`src/pkg/periph_irq_defines.svh`:
```
// Register offsets, field positions and reset values of the bank decode and interrupt steering block.
`ifndef PERIPH_IRQ_DEFINES_SVH
`define PERIPH_IRQ_DEFINES_SVH

`define PB_OFF_STATUS 8'h00
`define PB_OFF_MASK 8'h04
`define PB_OFF_PRIO 8'h08
`define PB_OFF_VECTOR 8'h0C
`define PB_OFF_BANK 8'h10

`define PB_SRC_HSYNC 0
`define PB_SRC_VSYNC 1
`define PB_SRC_TIMER0 2
`define PB_SRC_TIMER1 3
`define PB_NSRC 4
`define PB_PRIO_W 2

`define PB_LINE_HSYNC 0
`define PB_LINE_VSYNC 1
`define PB_LINE_TIMER 2

`define PB_CRIT_BANK 2'h3

`define PB_STATUS_RST 4'h0
`define PB_MASK_RST 4'h0
`define PB_PRIO_RST 8'h00

`endif

```
`src/pkg/periph_irq_pkg.sv`:
```
// Types shared by the bank decode and interrupt steering block.
package periph_irq_pkg;

  typedef struct packed {
    logic timer1;
    logic timer0;
    logic vsync;
    logic hsync;
  } irq_src_t;

  typedef struct packed {
    logic [1:0] bank;
    logic [2:0] addr;
    logic strobe;
    logic rd;
  } ext_req_t;

endpackage

```
`src/bank_decode.sv`:
```
// Banked external register select decoder for the core's register port.
`timescale 1ns/1ns
`default_nettype none
`include "periph_irq_defines.svh"

module bank_decode #(
  parameter int BANKS = 4,
  parameter int REGS = 8
) (
  input wire logic mclk, // System clock.
  input wire logic reset, // Asynchronous reset, active high.
  input wire periph_irq_pkg::ext_req_t ext, // Core register port request.
  output logic [BANKS*REGS-1:0] sel_r, // One-hot register select.
  output logic crit_r, // Access falls in the critical bank.
  output logic [4:0] last_idx_r // Index of the last selected register.
);

  function automatic logic [4:0] reg_index(input logic [1:0] bank, input logic [2:0] addr);
    return {bank, addr};
  endfunction

  logic [4:0] idx_now;

  assign idx_now = reg_index(ext.bank, ext.addr);

  always_ff @(posedge mclk or posedge reset) begin
    if (reset) begin
      sel_r <= '0;
    end else begin
      sel_r <= '0;
      if (ext.strobe) begin
        sel_r[idx_now] <= 1'b1;
      end
    end
  end

  // Bank 3 gathers the speed critical registers, so it gets its own qualified flag.
  always_ff @(posedge mclk or posedge reset) begin
    if (reset) begin
      crit_r <= 1'b0;
    end else begin
      crit_r <= ext.strobe && (ext.bank == `PB_CRIT_BANK);
    end
  end

  always_ff @(posedge mclk or posedge reset) begin
    if (reset) begin
      last_idx_r <= 5'h00;
    end else if (ext.strobe) begin
      last_idx_r <= reg_index(ext.bank, ext.addr);
    end
  end
endmodule // bank_decode
`default_nettype wire

```
`src/irq_steer.sv`:
```
// Steers four interrupt sources onto three core lines and keeps the timer vector bit.
`timescale 1ns/1ns
`default_nettype none
`include "periph_irq_defines.svh"

module irq_steer (
  input wire logic mclk, // System clock.
  input wire logic reset, // Asynchronous reset, active high.
  input wire logic [3:0] eff, // Pending and unmasked sources.
  input wire logic [7:0] prio, // Two-bit priority per source.
  input wire logic [1:0] t_evt, // Timer event pulses.
  output logic [2:0] core_irq_r, // Core interrupt lines.
  output logic vec_r // Timer vector: 0 timer0, 1 timer1.
);

  function automatic logic [1:0] prio_of(input logic [7:0] p, input int s);
    return p[2*s +: 2];
  endfunction

  logic [1:0] pr_h;
  logic [1:0] pr_v;
  logic [1:0] pr_t0;
  logic [1:0] pr_t1;
  logic [2:0] req;
  logic [1:0] gp [3];
  logic [2:0] win;

  assign pr_h = prio_of(prio, `PB_SRC_HSYNC);
  assign pr_v = prio_of(prio, `PB_SRC_VSYNC);
  assign pr_t0 = prio_of(prio, `PB_SRC_TIMER0);
  assign pr_t1 = prio_of(prio, `PB_SRC_TIMER1);

  // Timers share one line as a plain OR; the group takes the priority of its highest pending timer.
  always_comb begin
    req[`PB_LINE_HSYNC] = eff[`PB_SRC_HSYNC];
    req[`PB_LINE_VSYNC] = eff[`PB_SRC_VSYNC];
    req[`PB_LINE_TIMER] = eff[`PB_SRC_TIMER0] | eff[`PB_SRC_TIMER1];
    gp[0] = pr_h;
    gp[1] = pr_v;
    if (eff[`PB_SRC_TIMER0] && eff[`PB_SRC_TIMER1]) begin
      gp[2] = (pr_t1 > pr_t0) ? pr_t1 : pr_t0;
    end else if (eff[`PB_SRC_TIMER1]) begin
      gp[2] = pr_t1;
    end else begin
      gp[2] = pr_t0;
    end
  end

  // A pending line is held off only while another pending line has strictly higher priority.
  always_comb begin
    for (int k = 0; k < 3; k++) begin
      win[k] = req[k];
      for (int j = 0; j < 3; j++) begin
        if (j != k && req[j] && (gp[j] > gp[k])) begin
          win[k] = 1'b0;
        end
      end
    end
  end

  always_ff @(posedge mclk or posedge reset) begin
    if (reset) begin
      core_irq_r <= 3'h0;
    end else begin
      core_irq_r <= win;
    end
  end

  // On a tie of both timers in one cycle the higher priority timer names the vector.
  always_ff @(posedge mclk or posedge reset) begin
    if (reset) begin
      vec_r <= 1'b0;
    end else begin
      case (t_evt)
        2'b01: vec_r <= 1'b0;
        2'b10: vec_r <= 1'b1;
        2'b11: vec_r <= (pr_t1 > pr_t0);
        default: vec_r <= vec_r;
      endcase
    end
  end
endmodule // irq_steer
`default_nettype wire

```
`src/periph_irq_top.sv`:
```
// Top of the banked register decode and interrupt steering block with its APB register file.
`timescale 1ns/1ns
`default_nettype none
`include "periph_irq_defines.svh"

// Summary of operation
// - Three register address lines pick one of eight registers within a bank.
// - Two user bits name the bank, giving four banks of eight registers.
// - The most speed critical registers sit together in bank 3.
// - Four interrupt sources reach the core over only three interrupt lines.
// - Both timer requests are ORed onto one shared core interrupt line.
// - One register bit is the vector naming which timer requested.
// - A timer interrupt updates the vector bit to name that timer.
// - Each source has a software priority and mask in registers.
module periph_irq_top (
  input wire logic mclk, // System clock, 20 MHz.
  input wire logic reset, // Asynchronous reset, active high.
  input wire logic psel, // APB select.
  input wire logic penable, // APB enable.
  input wire logic pwrite, // APB direction, high for write.
  input wire logic [7:0] paddr, // APB byte address.
  input wire logic [31:0] pwdata, // APB write data.
  output logic [31:0] prdata, // APB read data.
  output logic pready, // APB ready.
  output logic pslverr, // APB error on unmapped address.
  input wire logic hsync_pin, // Horizontal sync pin.
  input wire logic vsync_pin, // Vertical sync pin.
  input wire logic [1:0] timer_pair_irq, // Timer request pulses, same clock.
  input wire periph_irq_pkg::ext_req_t ext, // Core external register port.
  output logic [31:0] reg_sel, // One-hot external register select.
  output logic crit_sel, // Access is in the critical bank.
  output logic [2:0] core_irq, // Core interrupt lines.
  output logic timer_vec, // Timer vector bit.
  output logic irq // Summary interrupt, level.
);

  logic [2:0] hs_sync_r;
  logic [2:0] vs_sync_r;
  logic [1:0] lvl_r;
  logic h_evt;
  logic v_evt;
  periph_irq_pkg::irq_src_t src_evt;
  logic [3:0] status_r;
  logic [3:0] status_nxt;
  logic [3:0] mask_r;
  logic [7:0] prio_r;
  logic [3:0] eff;
  logic pready_r;
  logic pslverr_r;
  logic [31:0] prdata_r;
  logic irq_r;
  logic [2:0] core_irq_w;
  logic vec_w;
  logic [31:0] sel_w;
  logic crit_w;
  logic [4:0] last_idx_w;
  logic done;
  logic prep;

  function automatic logic addr_ok(input logic [7:0] a);
    return (a == `PB_OFF_STATUS) || (a == `PB_OFF_MASK) || (a == `PB_OFF_PRIO) ||
           (a == `PB_OFF_VECTOR) || (a == `PB_OFF_BANK);
  endfunction

  function automatic logic [31:0] rd_mux(input logic [7:0] a, input logic [3:0] st, input logic [3:0] mk,
                                         input logic [7:0] pr, input logic vc, input logic [2:0] ci,
                                         input logic [4:0] li, input logic cr);
    case (a)
      `PB_OFF_STATUS: return {28'h000_0000, st};
      `PB_OFF_MASK: return {28'h000_0000, mk};
      `PB_OFF_PRIO: return {24'h00_0000, pr};
      `PB_OFF_VECTOR: return {28'h000_0000, ci, vc};
      `PB_OFF_BANK: return {26'h000_0000, cr, li};
      default: return 32'h0000_0000;
    endcase
  endfunction

  // Sync pins pass three flops; a rising edge counts once the second and third agree.
  always_ff @(posedge mclk or posedge reset) begin
    if (reset) begin
      hs_sync_r <= 3'h0;
      vs_sync_r <= 3'h0;
    end else begin
      hs_sync_r <= {hs_sync_r[1:0], hsync_pin};
      vs_sync_r <= {vs_sync_r[1:0], vsync_pin};
    end
  end

  always_ff @(posedge mclk or posedge reset) begin
    if (reset) begin
      lvl_r <= 2'h0;
    end else begin
      if (hs_sync_r[1] == hs_sync_r[2]) begin
        lvl_r[0] <= hs_sync_r[1];
      end
      if (vs_sync_r[1] == vs_sync_r[2]) begin
        lvl_r[1] <= vs_sync_r[1];
      end
    end
  end

  assign h_evt = (hs_sync_r[1] == hs_sync_r[2]) && hs_sync_r[1] && !lvl_r[0];
  assign v_evt = (vs_sync_r[1] == vs_sync_r[2]) && vs_sync_r[1] && !lvl_r[1];

  always_comb begin
    src_evt.hsync = h_evt;
    src_evt.vsync = v_evt;
    src_evt.timer0 = timer_pair_irq[0];
    src_evt.timer1 = timer_pair_irq[1];
  end

  // One wait state: data is sampled in the first access cycle, the transfer ends on the next edge.
  assign prep = psel && penable && !pready_r;
  assign done = psel && penable && pready_r;

  always_ff @(posedge mclk or posedge reset) begin
    if (reset) begin
      pready_r <= 1'b0;
      pslverr_r <= 1'b0;
      prdata_r <= 32'h0000_0000;
    end else begin
      pready_r <= prep;
      if (prep) begin
        pslverr_r <= !addr_ok(paddr);
        prdata_r <= pwrite ? 32'h0000_0000 :
                    rd_mux(paddr, status_r, mask_r, prio_r, vec_w, core_irq_w, last_idx_w, crit_w);
      end
    end
  end

  // Only bits already returned in the read data are cleared, so an event landing between sampling
  // and completion survives; a new event also wins over the clear in the same cycle.
  always_comb begin
    status_nxt = status_r;
    if (done && !pwrite && (paddr == `PB_OFF_STATUS)) begin
      status_nxt = status_r & ~prdata_r[3:0];
    end
    status_nxt = status_nxt | src_evt;
  end

  always_ff @(posedge mclk or posedge reset) begin
    if (reset) begin
      status_r <= `PB_STATUS_RST;
    end else begin
      status_r <= status_nxt;
    end
  end

  always_ff @(posedge mclk or posedge reset) begin
    if (reset) begin
      mask_r <= `PB_MASK_RST;
      prio_r <= `PB_PRIO_RST;
    end else if (done && pwrite) begin
      if (paddr == `PB_OFF_MASK) begin
        mask_r <= pwdata[3:0];
      end
      if (paddr == `PB_OFF_PRIO) begin
        prio_r <= pwdata[7:0];
      end
    end
  end

  assign eff = status_r & mask_r;

  always_ff @(posedge mclk or posedge reset) begin
    if (reset) begin
      irq_r <= 1'b0;
    end else begin
      irq_r <= |eff;
    end
  end

  bank_decode #(
    .BANKS(4),
    .REGS(8)
  ) u_decode (
    .mclk(mclk),
    .reset(reset),
    .ext(ext),
    .sel_r(sel_w),
    .crit_r(crit_w),
    .last_idx_r(last_idx_w)
  );

  irq_steer u_steer (
    .mclk(mclk),
    .reset(reset),
    .eff(eff),
    .prio(prio_r),
    .t_evt(timer_pair_irq),
    .core_irq_r(core_irq_w),
    .vec_r(vec_w)
  );

  assign prdata = prdata_r;
  assign pready = pready_r;
  assign pslverr = pslverr_r;
  assign reg_sel = sel_w;
  assign crit_sel = crit_w;
  assign core_irq = core_irq_w;
  assign timer_vec = vec_w;
  assign irq = irq_r;
endmodule // periph_irq_top
`default_nettype wire

```
`config.mk`:
```
export PLATFORM = sky130hd
export DESIGN_NAME = periph_irq_top
export DESIGN_NICKNAME = d
export VERILOG_FILES = /design/src/pkg/periph_irq_pkg.sv /design/src/bank_decode.sv /design/src/irq_steer.sv /design/src/periph_irq_top.sv
export VERILOG_INCLUDE_DIRS = /design/src /design/src/pkg
export SDC_FILE = /design/constraint.sdc
export NUM_CORES = 1
export LEC_CHECK = 0
export BUFFER_PORTS_ARGS = -buffer_cell sky130_fd_sc_hd__buf_2
export CORE_ASPECT_RATIO = 0.6
export CORE_MARGIN = 2
export CORE_UTILIZATION = 53
export CTS_BUF_LIST = sky130_fd_sc_hd__clkbuf_16
export DETAILED_ROUTE_END_ITERATION = 10
export PLACE_DENSITY = 0.86
export SYNTH_ARGS = -nofsm -noshare
export SYNTH_HDL_FRONTEND = slang
export SYNTH_HIERARCHICAL = 1
export SYNTH_SLANG_ARGS = --single-unit
export TNS_END_PERCENT = 30
```
`constraint.sdc`:
```
create_clock -name mclk -period 3.05 [get_ports mclk]
set_clock_uncertainty 0.05 [all_clocks]
set_input_delay 0 -clock mclk [delete_from_list [all_inputs] [get_ports mclk]]
set_output_delay 0 -clock mclk [all_outputs]
set_load 0.005 [all_outputs]
```
==> results_dict.tcl, run 1 <==
set metrics [dict create \
    netlist_area_um2 3460 \
    die-height_um 66.6 \
    final_layout_size_suffix_gt1_frac 0.315 \
    dp_hpwl_um 5420 \
    grt_start_max_net_pins 39 \
    area_growth_pct 25.1 \
    hold_slack_ns 0.0285 \
    tritoncts.num_buffers 9 \
    hold_path_class "primary input to asynchronous set/reset pin" \
    timing.final.max_slew_violations 0 \
    drt-pass1-iter-count 4 \
    worstSetupPathType "register to register" \
    fin_tns_setup_ns 0 \
    root_buffer "sky130_fd_sc_hd__clkbuf_16" \
    fmaxAchievable_ghz 0.435 \
    rr_worst_depth 9 \
    setup.worst_path.start_class "register" \
    worst_ep_arrival_time_ns 2.52 \
    peak_vdd_ir_mv 0.350 \
    overflow 0 \
    cts_setup_buffers 0 \
    worstPathMaxFanout 4 \
    static-leakage-power_uw 0.00221 \
    yosys_warnings 6 \
    timing.final.crit_share 0.753 \
    yosys_cell_types 49 \
    die_boundary_width_um 108 \
    seq_area_frac_synth 0.557 \
    totalWireLength_um 7770 \
    cts_buffer_depth 2 \
    globalplace.congestion 0.904 \
    wl_per_cell_um 16.0 \
    placement_rows 22 \
    total_setup_violations_reported_at_the_end_of_the_flow 0 \
    finalPower_uw 2210 \
    layout.cells.most_common_list "sky130_fd_sc_hd__buf_2, sky130_fd_sc_hd__dfrtp_1, sky130_fd_sc_hd__nor2_1, sky130_fd_sc_hd__conb_1, sky130_fd_sc_hd__dlygate4sd3_1" \
    synthArstFlopShare 1.00 \
    cts_tree "built" \
    worst_skew_pair.late_latency_ns 0.33 \
    cts.sinks 77 \
    first_global_vias 2467 \
    design.die.area_um2 7210 \
    antenna-diode-count 0 \
    drt_drc_violations_left 0 \
    cp.required_ns 3.27 \
    drtIter0Drc 151 \
    power.density_cell_area_nw_per_um2 510 \
    synth_area_per_cell_um2 11.6 \
    result_of_the_run "finished, final reports clean" \
    portBuffers 78 \
    postLayoutCoreUtil 0.696 \
    vias_per_cell 5.22 \
    cts.htree.levels 3 \
    design.final.nets 465 \
    global_route.usage.total 0.239 \
    drt.antenna.violating_nets 0 \
    worstMarginPinSlew_ns 0.549 \
    rsz0062_at_grt "false" \
    core_region_area_um2 6220 \
    worst_slew_margin_rel 0.632 \
    synth_enable_flop_cells 0 \
    start_util 0.556 \
    post_synthesis_cells 297 \
    routed_via_count 2542 \
    clkTransAtPathRegs_ns 0.06 \
    antenna_violations_before_repair 0 \
    final.min_clock_period_ns 2.30 \
    grt_first_pass_wirelength_um 12600 \
    finalHoldViolCount 0 \
    worst_setup_path_end_kind "register" \
    timing.max_cap.violations 0 \
    layout_commonest_cell "sky130_fd_sc_hd__buf_2" \
    i_o_pin_count 128 \
    ys_dominant_reg_cell "sky130_fd_sc_hd__dfrtp_1" \
    ys_seq_elements 77 \
]
-- kinds of logic (layout without fill, tap and decap cells) --
group,Yosys count,in the layout,share of synthesized area
AO/OA/AOI/OAI,32,32,0.0687
other,1,24,0.00108
multiplexers,28,28,0.0886
AND/OR/NAND/NOR,101,101,0.167
adder cells (fa/ha/maj),11,11,0.0398
flip-flops,77,77,0.557
buffers and inverters,47,130,0.0778
-- state kept, by name, summed over array words and instances, names as in the netlist --
register / flops
hs_sync_r: 3
irq: 1
lvl_r: 2
mask_r: 4
prdata: 8
pready: 1
prio_r: 8
pslverr: 1
status_r: 4
u_decode/crit_r: 1
u_decode/last_idx_r: 5
u_decode/sel_r: 32
u_steer/core_irq_r: 3
u_steer/vec_r: 1
vs_sync_r: 3
-- worst max-delay path, stage by stage, from the launching register on --
cell	delay, ns
sky130_fd_sc_hd__dfrtp_1	0.40
sky130_fd_sc_hd__inv_1	0.08
sky130_fd_sc_hd__ha_1	0.31
sky130_fd_sc_hd__nand2b_1	0.19
sky130_fd_sc_hd__o221a_2	0.27
sky130_fd_sc_hd__o211ai_1	0.20
sky130_fd_sc_hd__ha_1	0.22
sky130_fd_sc_hd__nor2b_1	0.05
sky130_fd_sc_hd__o31ai_2	0.24
sky130_fd_sc_hd__o221a_1	0.23
-- per-stage QoR --
step	cell area, µm²	setup slack, ns	cells
detailed placement	3830	0.798	450
finish	4330	0.752	487
global placement	3830	0.935	450
floorplan	3540	1.08	320
global route	4330	0.650	487
CTS	4330	0.773	487
-- synth_stat cells (all sizes together), types with 3 or more instances --
| library cell | count | area [µm²] |
|---|---|---|
| o21ai | 6 | 30.0 |
| o31ai | 3 | 27.5 |
| and2 | 5 | 31.3 |
| nor2 | 40 | 163 |
| nand3 | 7 | 35.0 |
| clkbuf | 8 | 30.0 |
| or2 | 3 | 18.8 |
| mux2i | 7 | 70.1 |
| nor2b | 6 | 37.5 |
| dfrtp | 77 | 1930 |
| nand2b | 5 | 31.3 |
| buf | 26 | 190 |
| mux2 | 21 | 236 |
| inv | 13 | 48.8 |
| ha | 11 | 138 |
| nand4b | 4 | 50.1 |
| o211ai | 3 | 22.5 |
| nand4bb | 3 | 33.8 |
| nand2 | 15 | 56.3 |
-- power by group --
part / total, µW / switching, µW / leakage, µW / internal [µW]
combinational: 160 / 92.0 / 0.00107 / 67.8
sequential: 1060 / 11.5 / 0.00102 / 1040
clock: 993 / 431 / 0.000129 / 561
-- path summary, 6_finish.rpt --
path                         startpoint                     to  slack (ns)
setup / recovery              prio_r[5]  u_steer/core_irq_r[2]        0.75
hold / removal                    reset                    irq        0.03
setup reg to reg              prio_r[5]  u_steer/core_irq_r[2]        0.75
hold reg to reg            hs_sync_r[0]           hs_sync_r[1]        0.30
max in group asynchronous         reset           vs_sync_r[0]        2.31
min in group mclk              paddr[6]                pslverr        0.03
-- what timing repair did --
action / in CTS / in global routing
gates resized for setup: 0 / 0
hold endpoints to repair: 102 / 0
hold buffers: 21 / 0
-- area by class of cell --
class                      count  area [µm²]
inverter                      13        48.8
tap                           84         105
sequential                    77        1930
clock buffer                   9         225
clock inverter                 7        57.6
timing repair buffer         101         616
multi-input combinational    196        1350
fill                         462        1890
-- layer usage --
layer	track usage	vias to the layer above	share of wire
li1	-	1176	-
met1	0.315	1227	0.44
met2	0.370	128	0.45
met3	0.0920	11	0.10
met4	0.0657	0	0.011
met5	0	-	0
Note: power is estimated with default switching activity, not from simulation.
==> inputs of run 2 (changes only) <==
--- a/config.mk
+++ b/config.mk
@@ -9,10 +9,10 @@
 export BUFFER_PORTS_ARGS = -buffer_cell sky130_fd_sc_hd__buf_2
 export CORE_ASPECT_RATIO = 0.6
 export CORE_MARGIN = 2
-export CORE_UTILIZATION = 53
+export CORE_UTILIZATION = 44
 export CTS_BUF_LIST = sky130_fd_sc_hd__clkbuf_16
 export DETAILED_ROUTE_END_ITERATION = 10
-export PLACE_DENSITY = 0.86
+export PLACE_DENSITY = 0.76
 export SYNTH_ARGS = -nofsm -noshare
 export SYNTH_HDL_FRONTEND = slang
 export SYNTH_HIERARCHICAL = 1
==> constraint.sdc (replaced) <==
create_clock -name mclk -period 1.9 [get_ports mclk]
set_clock_uncertainty 0.05 [all_clocks]
set_input_delay 0 -clock mclk [delete_from_list [all_inputs] [get_ports mclk]]
set_output_delay 0 -clock mclk [all_outputs]
set_load 0.005 [all_outputs]
==> run 2 against run 1 <==
  * The run now ends with setup timing left
  * Maximum frequency rose by 8.9%
  * Routed wire length rose by 0.77%
  * Combinational power rose by 63%
  * Utilization fell by 8.7 points
  * Largest power group is now the clock network
==> results_dict.tcl, run 2 (synthesized netlist as in run 1, its figures left out) <==
set metrics [dict create \
    multi_input_area_um2 1390 \
    globalplace.congestion 0.894 \
    portBuffers 78 \
    p_seq_frac 0.449 \
    drt.antenna.violating_nets 0 \
    setup.worst_path.start_class "register" \
    root_buffer "sky130_fd_sc_hd__clkbuf_16" \
    die-height_um 72.7 \
    core_region_area_um2 7450 \
    total_setup_violations_reported_at_the_end_of_the_flow 3 \
    placement.cell_area_um2 3970 \
    worst_setup_path_end_kind "register" \
    first_global_vias 2414 \
    tritoncts.num_buffers 9 \
    cts.htree.levels 3 \
    rr_worst_depth 9 \
    fin_tns_setup_ns -0.571 \
    result_of_the_run "complete, but fails checks" \
    critical-path-slowest-cell "sky130_fd_sc_hd__dfrtp_1" \
    totalWireLength_um 7830 \
    overflow 0 \
    cp.required_ns 2.06 \
    grt_first_pass_wirelength_um 12500 \
    crit_cells 9 \
    hold_path_class "primary input to register" \
    layout.cells.most_common_list "sky130_fd_sc_hd__buf_2, sky130_fd_sc_hd__dfrtp_1, sky130_fd_sc_hd__nor2_1, sky130_fd_sc_hd__conb_1, sky130_fd_sc_hd__dlygate4sd3_1" \
    worstPathCellList "and2_1, nor2_1, a21oi_1, mux2i_1, ha_1, nor2b_1, o31ai_2, buf_4, a21oi_1" \
    cts.sinks 77 \
    grt_start_max_net_pins 39 \
    critical_path.startpoint "status_r[2]" \
    timing.final.max_slew_violations 0 \
    cts_tree "built" \
    design.final.nets 479 \
    critPathTopFamily "simple AND/OR/NAND/NOR gates" \
    worst_path_largest_cell_delay_ns 0.37 \
    regToRegEndpoint "u_steer/core_irq_r[0]" \
    violated_checks "setup timing" \
    crit_end "u_steer/core_irq_r[0]" \
    timing.final.crit_share 1.11 \
    peak_vdd_ir_mv 0.581 \
    drt-pass1-iter-count 5 \
    drt_drc_violations_left 0 \
    register_with_the_highest_flop_count "u_decode/sel_r" \
    sw_frac 0.220 \
    highest_routed_metal_layer "met4" \
    static-leakage-power_uw 0.00232 \
    final_layout_size_suffix_gt1_frac 0.355 \
    routed_via_count 2564 \
    worstPathMaxFanout 5 \
    clkTransAtPathRegs_ns 0.07 \
    power.density_cell_area_nw_per_um2 832 \
    routed-wl-met3_um 644 \
    power.clock.fraction 0.482 \
    finalHoldViolCount 0 \
    worstMarginPinSlew_ns 0.647 \
    regToRegStartpoint "status_r[2]" \
    timing.final.ws_setup_ns -0.211 \
    worst-r2r-setup-slack_ns -0.21 \
    largest_register_ffs 32 \
    vias_per_cell 4.92 \
    p_sw_uw 828 \
    cellInternalPower_uw 2940 \
    nFillCells 629 \
    worst_skew_pair.late_latency_ns 0.33 \
    placement_rows 24 \
    design.die.area_um2 8610 \
    power.combinational.fraction 0.069 \
    rsz0062_at_grt "true" \
    start_util 0.464 \
    final_standard_cell_area_without_fillers_um2 4530 \
    crit_top_cell "sky130_fd_sc_hd__a21oi_1" \
    die_boundary_width_um 118 \
    fmaxAchievable_ghz 0.474 \
    worst_ep_arrival_time_ns 2.27 \
    i_o_pin_count 128 \
    drtIter0Drc 306 \
    global_route.usage.total 0.190 \
    layout_commonest_cell "sky130_fd_sc_hd__buf_2" \
    area_growth_pct 31.0 \
    met2_wirelength_from_detailed_routing_um 3370 \
    antenna-diode-count 0 \
    timing.max_cap.violations 0 \
    wl_per_cell_um 15.0 \
    cts_buffer_depth 2 \
    seqCellArea_um2 1930 \
    worst_slew_margin_rel 0.565 \
    hold_slack_ns 0.0106 \
    final.min_clock_period_ns 2.11 \
    dp_hpwl_um 5750 \
    route.layer.met1.wl_um 3750 \
    cp.buffers_inverters 1 \
    dpl_worst_slack_ns -0.123 \
    antenna_violations_before_repair 0 \
    worstSetupPathType "register to register" \
]
## run 2: power by group through the flow
stage               Sequential, µW  Combinational [µW]  Clock [µW]
floorplan                     1720                 171           0
global placement              1720                 222           0
detailed placement            1720                 226           0
CTS                           1690                 260        1850
global route                  1700                 292        1910
finish                        1690                 261        1820
## run 2: worst register-to-register path: stages (launching register included)
cell and delay [ns]:
sky130_fd_sc_hd__dfrtp_1 0.37, sky130_fd_sc_hd__and2_1 0.20, sky130_fd_sc_hd__nor2_1 0.12, sky130_fd_sc_hd__a21oi_1 0.05, sky130_fd_sc_hd__mux2i_1 0.28, sky130_fd_sc_hd__ha_1 0.31, sky130_fd_sc_hd__nor2b_1 0.15, sky130_fd_sc_hd__o31ai_2 0.27
sky130_fd_sc_hd__buf_4 0.15, sky130_fd_sc_hd__a21oi_1 0.03
## run 2: metal layers
metal / vias up / GRT usage
met5: - / 0
met4: 0 / 0.0608
met3: 7 / 0.0570
met2: 116 / 0.276
met1: 1235 / 0.275
li1: 1206 / -
## run 2: final cells by class
class | count | area share
Sequential cell | 77 | 0.425
Multi-Input combinational cell | 196 | 0.306
Timing Repair Buffer | 115 | 0.158
Clock buffer | 9 | 0.0497
Tap cell | 104 | 0.0287
Clock inverter | 7 | 0.0213
Inverter | 13 | 0.0108
## run 2: through the flow
| step | power [µW] | util | cells |
|---|---|---|---|
| 4_1_cts | 3810 | 0.606 | 519 |
| 6_report | 3770 | 0.609 | 521 |
| 2_1_floorplan | 1890 | - | 320 |
| 3_5_place_dp | 1950 | 0.533 | 482 |
| 3_3_place_gp | 1940 | 0.533 | 482 |
| 5_1_grt | 3900 | 0.609 | 521 |
## run 2: how the worst min path moves through the flow
stage | start | to | slack, ns | cells after the start
finish | pwrite | prdata[6] | 0.01 | 4
global route | pwrite | prdata[6] | 0.03 | 4
CTS | pwrite | prdata[6] | 0.002 | 4
detailed placement | reset | irq | -0.18 | 2
global placement | reset | irq | -0.19 | 2
floorplan | reset | u_steer/core_irq_r[0] | -0.28 | 1
## run 2: timing repair
item | CTS | global route
setup buffers | 1 | 2
endpoints found under the hold margin | 101 | 0
setup endpoints to repair | 3 | 3
gates resized for setup | 4 | 1
hold buffers | 20 | 0
pin swaps | 2 | 4
